### src/include/fbp_pkg.sv
// Package for the flash bypass program and status-poll host controller
package fbp_pkg;
    // Register offsets (byte addresses)
    localparam logic [7:0] CTRL_OFS = 8'h00;
    localparam logic [7:0] ADDR_OFS = 8'h04;
    localparam logic [7:0] DATA_OFS = 8'h08;
    localparam logic [7:0] STAT_OFS = 8'h0C;
    localparam logic [7:0] RDAT_OFS = 8'h10;
    // Control command codes, written to CTRL bits 2:0
    localparam logic [2:0] CMD_ENTER = 3'h1;
    localparam logic [2:0] CMD_PROG = 3'h2;
    localparam logic [2:0] CMD_EXIT = 3'h3;
    localparam logic [2:0] CMD_READ = 3'h4;
    localparam logic [2:0] CMD_POLL = 3'h5;
    // Status fields
    localparam int ST_BUSY = 0;
    localparam int ST_BYPASS = 1;
    localparam int ST_DONE = 2;
    localparam int ST_FAIL = 3;
    localparam int ST_ABORT = 4;
    localparam int ST_TIMEOUT = 5;
    // Data bus bit positions
    localparam int POLL_BIT = 7;
    localparam int TOG1_BIT = 6;
    localparam int TOUT_BIT = 5;
    localparam int ABRT_BIT = 1;
    // Flash command words and addresses
    localparam logic [15:0] D_UNLK1 = 16'h00AA;
    localparam logic [15:0] D_UNLK2 = 16'h0055;
    localparam logic [15:0] D_ENTRY = 16'h0020;
    localparam logic [15:0] D_PSETUP = 16'h00A0;
    localparam logic [15:0] D_EXIT1 = 16'h0090;
    localparam logic [15:0] D_EXIT2 = 16'h0000;
    localparam logic [23:0] A_UNLK1 = 24'h000555;
    localparam logic [23:0] A_UNLK2 = 24'h0002AA;
    // Bus cycle timing, in ns, and derived cycles at 5 ns
    localparam int CLK_NS = 5;
    localparam int STROBE_NS = 35;
    localparam int RECOV_NS = 20;
    localparam logic [3:0] STROBE_CYC = 4'((STROBE_NS + CLK_NS - 1) / CLK_NS);
    localparam logic [3:0] RECOV_CYC = 4'((RECOV_NS + CLK_NS - 1) / CLK_NS);

    typedef struct packed {
        logic [23:0] addr;
        logic [15:0] dout;
        logic doutEn;
        logic ceN;
        logic oeN;
        logic weN;
    } fbp_pins_type;

    typedef enum logic [1:0] {
        BC_IDLE = 2'b00,
        BC_STROBE = 2'b01,
        BC_RECOVER = 2'b10
    } fbp_bc_state_type;
endpackage : fbp_pkg

### src/verilog/fbp_host_ctrl.sv
// Host controller: bypass entry, program, exit and status polling of a NOR flash
module fbp_host_ctrl (
    // Clock and reset
    input wire logic sys_clk,
    input wire logic rst_n,
    // AHB-Lite slave
    input wire logic hsel,
    input wire logic [7:0] haddr,
    input wire logic [1:0] htrans,
    input wire logic hwrite,
    input wire logic [2:0] hsize,
    input wire logic [31:0] hwdata,
    input wire logic hready,
    output logic [31:0] hrdata,
    output logic hreadyout,
    output logic hresp,
    // Flash pins
    output logic [23:0] flashAddr,
    output logic [15:0] flashDout,
    output logic flashDoutEn,
    output logic flashCe_n,
    output logic flashOe_n,
    output logic flashWe_n,
    input wire logic [15:0] flashDin
);
    typedef enum logic [3:0] {
        H_IDLE = 4'b0000,
        H_WR1 = 4'b0001,
        H_WR2 = 4'b0010,
        H_WR3 = 4'b0011,
        H_POLL_A = 4'b0100,
        H_POLL_B = 4'b0101,
        H_FINAL = 4'b0110,
        H_WAIT = 4'b0111,
        H_RD = 4'b1000,
        H_PRIME = 4'b1001
    } fbp_hstate_type;

    ////////////////////////////////////////////////////////////////////////////
    logic rstMeta, rstSync_n;
    always_ff @(posedge sys_clk or negedge rst_n) begin
        if (!rst_n) begin
            rstMeta <= 1'b0;
            rstSync_n <= 1'b0;
        end else begin
            rstMeta <= 1'b1;
            rstSync_n <= rstMeta;
        end
    end

    ////////////////////////////////////////////////////////////////////////////
    // Sequencer state
    fbp_hstate_type state, next_state, retState, next_retState;
    logic [23:0] tgtAddr, next_tgtAddr;
    logic [15:0] tgtData, next_tgtData;
    logic [15:0] firstRd, next_firstRd;
    logic [15:0] lastRd, next_lastRd;
    logic [5:0] stat, next_stat;
    logic [2:0] cmd, next_cmd;
    logic bcStart, bcWrite, bcDone;
    logic [23:0] bcAddr;
    logic [15:0] bcWdata, bcRdata;
    fbp_pkg::fbp_pins_type pins;
    // AHB
    logic dpValid, dpWrite, next_dpValid, next_dpWrite;
    logic [7:0] dpAddr, next_dpAddr;
    logic [31:0] next_hrdata;
    logic wrCtrl, wrAddr, wrData;

    function automatic logic toggled(input logic [15:0] a, input logic [15:0] b,
                                     input int bitPos);
        toggled = a[bitPos] ^ b[bitPos];
    endfunction : toggled

    assign wrCtrl = dpValid && dpWrite && dpAddr == fbp_pkg::CTRL_OFS;
    assign wrAddr = dpValid && dpWrite && dpAddr == fbp_pkg::ADDR_OFS;
    assign wrData = dpValid && dpWrite && dpAddr == fbp_pkg::DATA_OFS;

    always_comb begin
        next_state = state;
        next_retState = retState;
        next_tgtAddr = wrAddr ? hwdata[23:0] : tgtAddr;
        next_tgtData = wrData ? hwdata[15:0] : tgtData;
        next_firstRd = firstRd;
        next_lastRd = lastRd;
        next_stat = stat;
        next_cmd = cmd;
        bcStart = 1'b0;
        bcWrite = 1'b1;
        bcAddr = tgtAddr;
        bcWdata = tgtData;
        case (state)
            H_IDLE: begin
                if (wrCtrl && hwdata[2:0] != 3'h0) begin
                    next_cmd = hwdata[2:0];
                    next_stat[fbp_pkg::ST_BUSY] = 1'b1;
                    next_stat[fbp_pkg::ST_DONE] = 1'b0;
                    next_stat[fbp_pkg::ST_FAIL] = 1'b0;
                    next_stat[fbp_pkg::ST_ABORT] = 1'b0;
                    next_stat[fbp_pkg::ST_TIMEOUT] = 1'b0;
                    next_state = H_WR1;
                    if (hwdata[2:0] == fbp_pkg::CMD_READ) begin
                        next_state = H_RD;
                    end else if (hwdata[2:0] == fbp_pkg::CMD_POLL) begin
                        next_state = H_PRIME;
                    end
                end
            end
            H_WR1: begin
                bcStart = 1'b1;
                case (cmd)
                    fbp_pkg::CMD_ENTER: begin
                        bcAddr = fbp_pkg::A_UNLK1;
                        bcWdata = fbp_pkg::D_UNLK1;
                    end
                    fbp_pkg::CMD_PROG: begin
                        // Setup word, no unlock cycles
                        bcWdata = fbp_pkg::D_PSETUP;
                    end
                    default: begin
                        bcWdata = fbp_pkg::D_EXIT1;
                    end
                endcase
                next_retState = H_WR2;
                next_state = H_WAIT;
            end
            H_WR2: begin
                bcStart = 1'b1;
                next_retState = H_FINAL;
                case (cmd)
                    fbp_pkg::CMD_ENTER: begin
                        bcAddr = fbp_pkg::A_UNLK2;
                        bcWdata = fbp_pkg::D_UNLK2;
                        next_retState = H_WR3;
                    end
                    fbp_pkg::CMD_PROG: begin
                        next_retState = H_PRIME;
                    end
                    default: begin
                        bcWdata = fbp_pkg::D_EXIT2;
                        next_stat[fbp_pkg::ST_BYPASS] = 1'b0;
                    end
                endcase
                next_state = H_WAIT;
            end
            H_WR3: begin
                bcStart = 1'b1;
                bcAddr = fbp_pkg::A_UNLK1;
                bcWdata = fbp_pkg::D_ENTRY;
                next_stat[fbp_pkg::ST_BYPASS] = 1'b1;
                next_retState = H_FINAL;
                next_state = H_WAIT;
            end
            H_RD: begin
                bcStart = 1'b1;
                bcWrite = 1'b0;
                next_retState = H_FINAL;
                next_state = H_WAIT;
            end
            H_PRIME: begin
                // Fresh first read, so a stale word never pairs with status
                bcStart = 1'b1;
                bcWrite = 1'b0;
                bcAddr = tgtAddr;
                next_retState = H_POLL_A;
                next_state = H_WAIT;
            end
            H_POLL_A: begin
                // Status read at target address, strobes recycled each time
                bcStart = 1'b1;
                bcWrite = 1'b0;
                next_retState = H_POLL_B;
                next_state = H_WAIT;
            end
            H_POLL_B: begin
                if (!toggled(firstRd, lastRd, fbp_pkg::TOG1_BIT)) begin
                    // Data only from a fresh read after toggling stops
                    next_retState = H_FINAL;
                    bcStart = 1'b1;
                    bcWrite = 1'b0;
                    next_state = H_WAIT;
                end else if (lastRd[fbp_pkg::ABRT_BIT]) begin
                    next_stat[fbp_pkg::ST_ABORT] = 1'b1;
                    next_stat[fbp_pkg::ST_FAIL] = 1'b1;
                    next_state = H_FINAL;
                end else if (lastRd[fbp_pkg::TOUT_BIT]) begin
                    // Recheck once: toggle may have stopped as timeout rose
                    next_stat[fbp_pkg::ST_TIMEOUT] = 1'b1;
                    next_state = H_POLL_A;
                end else begin
                    next_state = H_POLL_A;
                end
            end
            H_WAIT: begin
                if (bcDone) begin
                    next_firstRd = lastRd;
                    next_lastRd = bcRdata;
                    if (retState == H_POLL_B && state == H_WAIT && stat[fbp_pkg::ST_TIMEOUT]
                        && toggled(lastRd, bcRdata, fbp_pkg::TOG1_BIT)) begin
                        next_stat[fbp_pkg::ST_FAIL] = 1'b1;
                        next_state = H_FINAL;
                    end else begin
                        next_state = retState;
                    end
                end
            end
            H_FINAL: begin
                if (cmd == fbp_pkg::CMD_PROG || cmd == fbp_pkg::CMD_POLL) begin
                    // For a program, the polling bit must match the data written
                    if (lastRd[fbp_pkg::POLL_BIT] != tgtData[fbp_pkg::POLL_BIT]
                        && cmd == fbp_pkg::CMD_PROG) begin
                        next_stat[fbp_pkg::ST_FAIL] = 1'b1;
                    end
                end
                next_stat[fbp_pkg::ST_BUSY] = 1'b0;
                next_stat[fbp_pkg::ST_DONE] = 1'b1;
                next_state = H_IDLE;
            end
            default: begin
                next_state = H_IDLE;
            end
        endcase
        if (state == H_IDLE && wrCtrl && hwdata[2:0] == fbp_pkg::CMD_POLL) begin
            next_lastRd = 16'h0000;
        end
    end

    always_ff @(posedge sys_clk or negedge rstSync_n) begin
        if (!rstSync_n) begin
            state <= H_IDLE;
            retState <= H_IDLE;
            tgtAddr <= 24'h000000;
            tgtData <= 16'h0000;
            firstRd <= 16'h0000;
            lastRd <= 16'h0000;
            stat <= 6'h00;
            cmd <= 3'h0;
        end else begin
            state <= next_state;
            retState <= next_retState;
            tgtAddr <= next_tgtAddr;
            tgtData <= next_tgtData;
            firstRd <= next_firstRd;
            lastRd <= next_lastRd;
            stat <= next_stat;
            cmd <= next_cmd;
        end
    end

    fbp_bus_cycle u_cycle (
        .sys_clk(sys_clk),
        .rstSync_n(rstSync_n),
        .start(bcStart),
        .isWrite(bcWrite),
        .addr(bcAddr),
        .wdata(bcWdata),
        .done(bcDone),
        .rdata(bcRdata),
        .pins(pins),
        .flashDin(flashDin)
    );

    assign flashAddr = pins.addr;
    assign flashDout = pins.dout;
    assign flashDoutEn = pins.doutEn;
    assign flashCe_n = pins.ceN;
    assign flashOe_n = pins.oeN;
    assign flashWe_n = pins.weN;

    ////////////////////////////////////////////////////////////////////////////
    // AHB-Lite slave, zero wait states
    always_comb begin
        next_dpValid = hsel && hready && htrans[1];
        next_dpWrite = hwrite;
        next_dpAddr = haddr;
        next_hrdata = 32'h00000000;
        if (hsel && hready && htrans[1] && !hwrite) begin
            case (haddr)
                fbp_pkg::CTRL_OFS: next_hrdata = {29'h0, cmd};
                fbp_pkg::ADDR_OFS: next_hrdata = {8'h00, tgtAddr};
                fbp_pkg::DATA_OFS: next_hrdata = {16'h0000, tgtData};
                fbp_pkg::STAT_OFS: next_hrdata = {26'h0, stat};
                fbp_pkg::RDAT_OFS: next_hrdata = {16'h0000, lastRd};
                default: next_hrdata = 32'h00000000;
            endcase
        end
    end

    always_ff @(posedge sys_clk or negedge rstSync_n) begin
        if (!rstSync_n) begin
            dpValid <= 1'b0;
            dpWrite <= 1'b0;
            dpAddr <= 8'h00;
            hrdata <= 32'h00000000;
            hreadyout <= 1'b0;
            hresp <= 1'b0;
        end else begin
            dpValid <= next_dpValid;
            dpWrite <= next_dpWrite;
            dpAddr <= next_dpAddr;
            hrdata <= next_hrdata;
            hreadyout <= 1'b1;
            hresp <= 1'b0;
        end
    end
endmodule : fbp_host_ctrl

### src/verilog/fbp_bus_cycle.sv
// One asynchronous flash write or read cycle with strobe timing
module fbp_bus_cycle (
    // Clock and reset
    input wire logic sys_clk,
    input wire logic rstSync_n,
    // Request
    input wire logic start,
    input wire logic isWrite,
    input wire logic [23:0] addr,
    input wire logic [15:0] wdata,
    output logic done,
    output logic [15:0] rdata,
    // Flash pins
    output fbp_pkg::fbp_pins_type pins,
    input wire logic [15:0] flashDin
);
    fbp_pkg::fbp_bc_state_type state, next_state;
    logic [3:0] cnt, next_cnt;
    fbp_pkg::fbp_pins_type next_pins;
    logic next_done;
    logic [15:0] next_rdata;

    always_comb begin
        next_state = state;
        next_cnt = cnt;
        next_pins = pins;
        next_done = 1'b0;
        next_rdata = rdata;
        case (state)
            fbp_pkg::BC_IDLE: begin
                if (start) begin
                    next_pins.addr = addr;
                    next_pins.dout = wdata;
                    next_pins.doutEn = isWrite;
                    next_pins.ceN = 1'b0;
                    next_pins.oeN = isWrite;
                    next_pins.weN = ~isWrite;
                    next_cnt = fbp_pkg::STROBE_CYC;
                    next_state = fbp_pkg::BC_STROBE;
                end
            end
            fbp_pkg::BC_STROBE: begin
                if (cnt > 4'h1) begin
                    next_cnt = cnt - 4'h1;
                end else begin
                    // Final write edge: status valid from here on
                    next_rdata = flashDin;
                    next_pins.ceN = 1'b1;
                    next_pins.oeN = 1'b1;
                    next_pins.weN = 1'b1;
                    next_cnt = fbp_pkg::RECOV_CYC;
                    next_state = fbp_pkg::BC_RECOVER;
                end
            end
            fbp_pkg::BC_RECOVER: begin
                // Data held past the write edge, then released
                next_pins.doutEn = 1'b0;
                if (cnt > 4'h1) begin
                    next_cnt = cnt - 4'h1;
                end else begin
                    next_done = 1'b1;
                    next_state = fbp_pkg::BC_IDLE;
                end
            end
            default: begin
                next_state = fbp_pkg::BC_IDLE;
            end
        endcase
    end

    always_ff @(posedge sys_clk or negedge rstSync_n) begin
        if (!rstSync_n) begin
            state <= fbp_pkg::BC_IDLE;
            cnt <= 4'h0;
            pins <= '{addr: 24'h000000, dout: 16'h0000, doutEn: 1'b0,
                      ceN: 1'b1, oeN: 1'b1, weN: 1'b1};
            done <= 1'b0;
            rdata <= 16'h0000;
        end else begin
            state <= next_state;
            cnt <= next_cnt;
            pins <= next_pins;
            done <= next_done;
            rdata <= next_rdata;
        end
    end
endmodule : fbp_bus_cycle

### config.mk
export PLATFORM = sky130hd
export DESIGN_NAME = fbp_host_ctrl
export DESIGN_NICKNAME = d
export VERILOG_FILES = /design/src/include/fbp_pkg.sv /design/src/verilog/fbp_host_ctrl.sv /design/src/verilog/fbp_bus_cycle.sv
export SDC_FILE = /design/constraint.sdc
export NUM_CORES = 1
export LEC_CHECK = 0
export BUFFER_PORTS_ARGS = -buffer_cell sky130_fd_sc_hd__buf_2
export CAP_MARGIN = 30
export CORE_MARGIN = 4
export CORE_UTILIZATION = 30
export DETAILED_ROUTE_END_ITERATION = 6
export SYNTH_ARGS = -nofsm -noshare
export SYNTH_HDL_FRONTEND = slang
export SYNTH_SLANG_ARGS = --single-unit
### constraint.sdc
create_clock -name sys_clk -period 7.9 [get_ports sys_clk]
set_input_delay 1.185 -clock sys_clk [delete_from_list [all_inputs] [get_ports sys_clk]]
set_output_delay 1.185 -clock sys_clk [all_outputs]
set_load 0.1 [all_outputs]
Word level (Yosys, flattened, before mapping)
Cells that the tools add are included.

cells by class
  add/subtract/negate cells = 1
  order comparisons = 1
  eq/ne operators = 39
  mux-type cells = 56
  bitwise operators = 4
  reductions and logical operators = 51

operators with widths
  cell                                                                   count
  24-bit case mux with 5 select lines                                    1
  24-bit case mux with 3 select lines                                    1
  16-bit 2-to-1 mux                                                      3
  24-bit 2-to-1 mux                                                      2
  16-bit case mux with 3 select lines                                    1
  4-bit 2-to-1 mux                                                       11
  32-bit 2-to-1 mux                                                      1
  16-bit case mux with 2 select lines                                    1
  8-bit by 4-bit equality test with 1-bit output, second input constant  3
  2-bit != test, second input constant                                   12
  4-bit case mux with 6 select lines                                     1
  4-bit by 3-bit equality test with 1-bit output, second input constant  5
  2-bit AND reduction                                                    10
  8-bit by 3-bit equality test with 1-bit output, second input constant  2
  8-bit logical NOT                                                      2
  4-bit case mux with 4 select lines                                     1
  1-bit logical AND                                                      14
  2-bit nonzero test                                                     7
  1-bit 2-to-1 mux                                                       12
  2-bit 2-to-1 mux                                                       6
  1-bit case mux with 2 select lines                                     6
  4-bit case mux with 3 select lines                                     1
  6-bit case mux with 2 select lines                                     1
  3-bit equality test, second input constant                             3
  other kinds (34)                                                       45

word-level totals
  register bits after elaboration = 192
  input bits = 66
  output and inout port bits = 78
  logic and storage cells = 181

Longest topological paths before layout
  depth in word-level cells = 7
  gate-level depth with buffers = 8
  mapped depth without buffers = 7

Modules after synthesis
Synthesis repeated with hierarchy kept, for this count alone.

unflattened totals
  cell total of the unflattened synthesis = 667
  area, all modules = 8200.4 sq um

modules (own cells, without submodules)
  module         instances  cells each  area an instance (sq um)  sequential area each (sq um)
  fbp_host_ctrl  1          480         5432.7                    2777.7
  fbp_bus_cycle  1          187         2767.7                    1680.4

Worst setup path after synthesis
Ideal clock, no wire load.

  path kind = input port to flip-flop
  start point = in haddr[1]
  end point = reg hrdata[10]
  library setup time = 71 ps
  data arrival time = 2705 ps
  data required time = 7829 ps
  setup slack = 5124 ps
  cell stages on the path = 7
  path buffers = 2
  cells stage by stage = or4_4 nor3_4 a21oi_2 or3_1 buf_6 buf_8 nor2_1

between the ends
  word-level cells in the longest chain between the ends = 3
  elaborated cells between the ends (all ways) = 7
  classes of those cells = eq/ne: 4; mux: 2; reduce/logical: 1

RTL lines
  what                                                                          RTL line              RTL
  from (decl)                                                                   fbp_host_ctrl.sv:8    input wire logic [7:0] haddr,
  8-bit by 5-bit equality test with 1-bit output, or another cell as far along  fbp_host_ctrl.sv:278  case (haddr)
  24-bit case mux with 5 select lines *                                         fbp_host_ctrl.sv:278
  32-bit 2-to-1 mux *                                                           fbp_host_ctrl.sv:277  if (hsel && hready && htrans[1] && !hwrite) begin
  net next_hrdata[10]                                                           fbp_host_ctrl.sv:67   logic [31:0] next_hrdata;
  to (signal assigned)                                                          fbp_host_ctrl.sv:301  hrdata <= next_hrdata;
  to (decl)                                                                     fbp_host_ctrl.sv:14   output logic [31:0] hrdata,

The timed path passes the listed nets; every way through them passes the cells marked *.
A chain may end at the register's enable or synchronous reset.

Worst setup path in the final report
  start point = reg state[0]
  end point = reg, netlist name u_cycle.pins[41]

between the ends
  word-level cells in the longest chain between the ends = 4
  elaborated cells between the ends (all ways) = 11
  classes of those cells = eq/ne: 7; mux: 2; reduce/logical: 2

RTL lines
  what                                                                          RTL line              RTL
  from (decl)                                                                   fbp_host_ctrl.sv:53   fbp_hstate_type state, next_state, retState, next_retState;
  from (signal assigned)                                                        fbp_host_ctrl.sv:239  state <= next_state;
  4-bit by 2-bit equality test with 1-bit output, or another cell as far along  fbp_host_ctrl.sv:92   case (state)
  6-bit OR reduction (no source line)                                           -
  1-bit case mux with 2 select lines                                            fbp_host_ctrl.sv:92
  2-bit AND reduction (no source line)                                          -

Several ways; a longest one is shown, not always the timed one.

==> impl_metrics.toml <==
[layout]
fillers = 2543
drive_gt1_share_pct = 31.57
final_util_pct = 36.65
seqCellArea_um2 = 4462
syn_to_final_growth_pct = 19.01
nets = 872
multi_input_area_um2 = 3105
antenna_cells = 0
stdcell_count = 1141

[setup_path]
crit_type = "reg2reg"
cp_max_fo = 60
cp-end-kind = "register"
cp-start-kind = "register"
critPathRequiredTime_ns = 8.21
cp.arrival_ns = 3.52

[sta]
final_max_slew_viol_count = 0
setup_viol = 0
post-route-min-period_ns = 3.209
final.setup.tns_ns = 0
clock_skew_ns = 0.008748
tightest_slew_ns = 0.9692
slew_headroom_pct = 35.38
fin_crit_sh_pct = 40.61
rsz0062_at_grt = "no"
fmax_mhz = 311.7
finalHoldViolCount = 0

[drt]
wl_per_cell_um = 17.71
drc = 0
drt_wl_total_mm = 20.20
drtIter0Drc = 372
vias_per_cell = 4.904
drtPass1Iterations = 5
num_vias = 5595
ant_nets = 0

[power_and_ir_drop]
powerDensity_nw_per_um2 = 439.9
max-vdd-ir-drop_mv = 0.2626
p_leak_nw = 4.260
finalPower_mw = 4.107

[cts]
clkLatencyLatePin_ns = 0.42
cts_hold_buffers = 0
cts-root-buf = "clkbuf_16"
cts_sinks = 178
cts_tree = "built"
cts_setup_buffers = 0
clockBufferDepth = 2
cts_max_level = 4
cts_buffers = 17
cts_resized = 0
clk_pin_slew_ns = 0.07

[logic_synthesis]
ys_warn_count = 0
yosysTopAreaCell = "dfrtp_1"
synth-edff-count = 0
syn_area_per_cell_um2 = 11.40
yosys.cell_types.count = 68
synth-async-reset-ratio_pct = 100.0
netlist_area_um2 = 7845
netlist.area_leader.share_pct = 55.82
synth_seq_cells = 178
ys_seq_area_share_pct = 56.83
synthTopCellsByArea = "dfrtp_1 56%, mux2_2 9.0%, nand2_1 3.5%, o21ai_0 3.3%, a21oi_1 2.7%"
postSynthCellCount = 688
synth-main-ff-cell = "dfrtp_1"

[die]
start_util_pct = 30.80
dieArea_um2 = 28800
die_h_um = 169.7
io_pins = 144
rows = 58
design.core.area_um2 = 25470
die_width_um = 169.7

[placement]
placed_cells = 1110
gp_congestion = 0.8769
port_buffers = 122
dpl.hpwl_mm = 14.36

[global_route]
grt-ovfl-total = 0
grt_start_max_net_pins = 67
grt_pass1_wl_mm = 31.40
antenna_found_initial = 2
grt_pass1_vias = 5517
track_usage_pct = 13.95

[flow_run]
maxCapViolCount = 0

[hold_path]
min_path_type = "reg2async"

[status]
status = "complete, no violations"
==> cells in the final DEF (no fill, tap or decap), types with 4 or more instances in the layout <==
cell type / count
a21oi_1: 42
inv_1: 10
o22a_1: 4
nor3_1: 4
o22ai_1: 5
a22o_2: 10
nor3b_1: 6
buf_2: 122
o21ai_0: 50
xor2_1: 4
nor2b_1: 8
a31oi_1: 7
buf_4: 11
nand3_1: 23
nand4b_1: 4
nand2b_1: 6
and3_1: 6
mux2_2: 63
a22o_1: 18
and2_1: 10
a22oi_1: 18
dfrtp_1: 174
o21a_1: 5
conb_1: 11
clkbuf_16: 17
nor2_1: 28
ha_1: 7
nand2_1: 74
==> layer usage <==
| layer | routed length, µm | vias to the layer above | global-route usage [%] |
|---|---|---|---|
| met4 | 224 | 4 | 3.990 |
| met5 | 21 | - | 0 |
| met3 | 1200 | 20 | 3.261 |
| met1 | 9783 | 2732 | 20.42 |
| li1 | - | 2668 | - |
| met2 | 8973 | 171 | 20.66 |
==> cell type report <==
type                    instances  share of cell area, %
clock buffers                  20                  4.891
inverters                      10                 0.4020
well taps                     330                  4.422
clock inverters                11                  1.648
flip-flops and latches        178                  47.79
multi-input cells             458                  33.26
repair buffers                134                  7.585
==> metrics by stage <==
| step | setup WS (ns) | cell area (µm²) | hold WS, ns |
|---|---|---|---|
| final | 4.691 | 9336 | 0.3406 |
| after global routing | 4.475 | 9336 | 0.3814 |
| after CTS | 4.721 | 9336 | 0.3516 |
| after detailed placement | 4.278 | 8726 | 0.3371 |
| after global placement | 4.325 | 8703 | 0.3331 |
| after floorplan | 2.578 | 7879 | 0.3312 |
==> synth_stat cells (all sizes together), types with 8 or more instances <==
master / n
inv: 10
nor2: 28
nand3: 24
mux2: 64
clkbuf: 27
nor2b: 8
a22oi: 18
buf: 24
a21oi: 43
dfrtp: 175
o21ai: 52
a22o: 28
nand2: 74
and2: 10
==> state kept, by name, summed over array words and instances (netlist names), 2 cells and up <==
signal         flops
state              4
dpAddr             8
retState           4
u_cycle.pins      44
u_cycle.cnt        4
lastRd            16
u_cycle.state      2
u_cycle.rdata     16
cmd                3
hrdata            24
stat               6
tgtAddr           24
tgtData           16
==> critical path, stage by stage (launching register included) <==
cell and delay [ns]:
dfrtp_1 0.74, nor4_2 0.69, nor2_1 0.13, o211ai_1 0.39
buf_4 0.61, a21oi_1 0.08, buf_4 0.24, a22o_1 0.20
==> cells by family after synthesis <==
| group | synth area share (%) |
|---|---|
| adders and majority gates | 1.244 |
| xor gates and xnor gates | 0.4465 |
| AOI/OAI and AO/OA | 15.34 |
| other | 0.09573 |
| muxes | 9.569 |
| buffers and inverters | 4.019 |
| DFF | 56.83 |
| and+or+nand+nor | 12.46 |
==> report_power, final <==
group          internal [mW]  switching, mW  total (mW)
combinational          0.468           1.36        1.83
clock                  0.517          0.357       0.874
sequential              1.18          0.229        1.41
total                   2.16           1.94        4.11
==> worst paths after layout <==
| path | start | endpoint | slack (ns) | cells after the start |
|---|---|---|---|---|
| max in group asynchronous | rstSync_n | u_cycle.pins[20] | 6.31 | 1 |
| min | rstSync_n | u_cycle.rdata[8] | 0.34 | 0 |
| max reg2reg | state[0] | u_cycle.pins[41] | 4.69 | 7 |
| min reg2reg | rstSync_n | u_cycle.rdata[8] | 0.34 | 0 |
| min in group sys_clk | rstMeta | rstSync_n | 0.35 | 0 |
| max | state[0] | u_cycle.pins[41] | 4.69 | 7 |
Power figures use the tool's default switching activity.
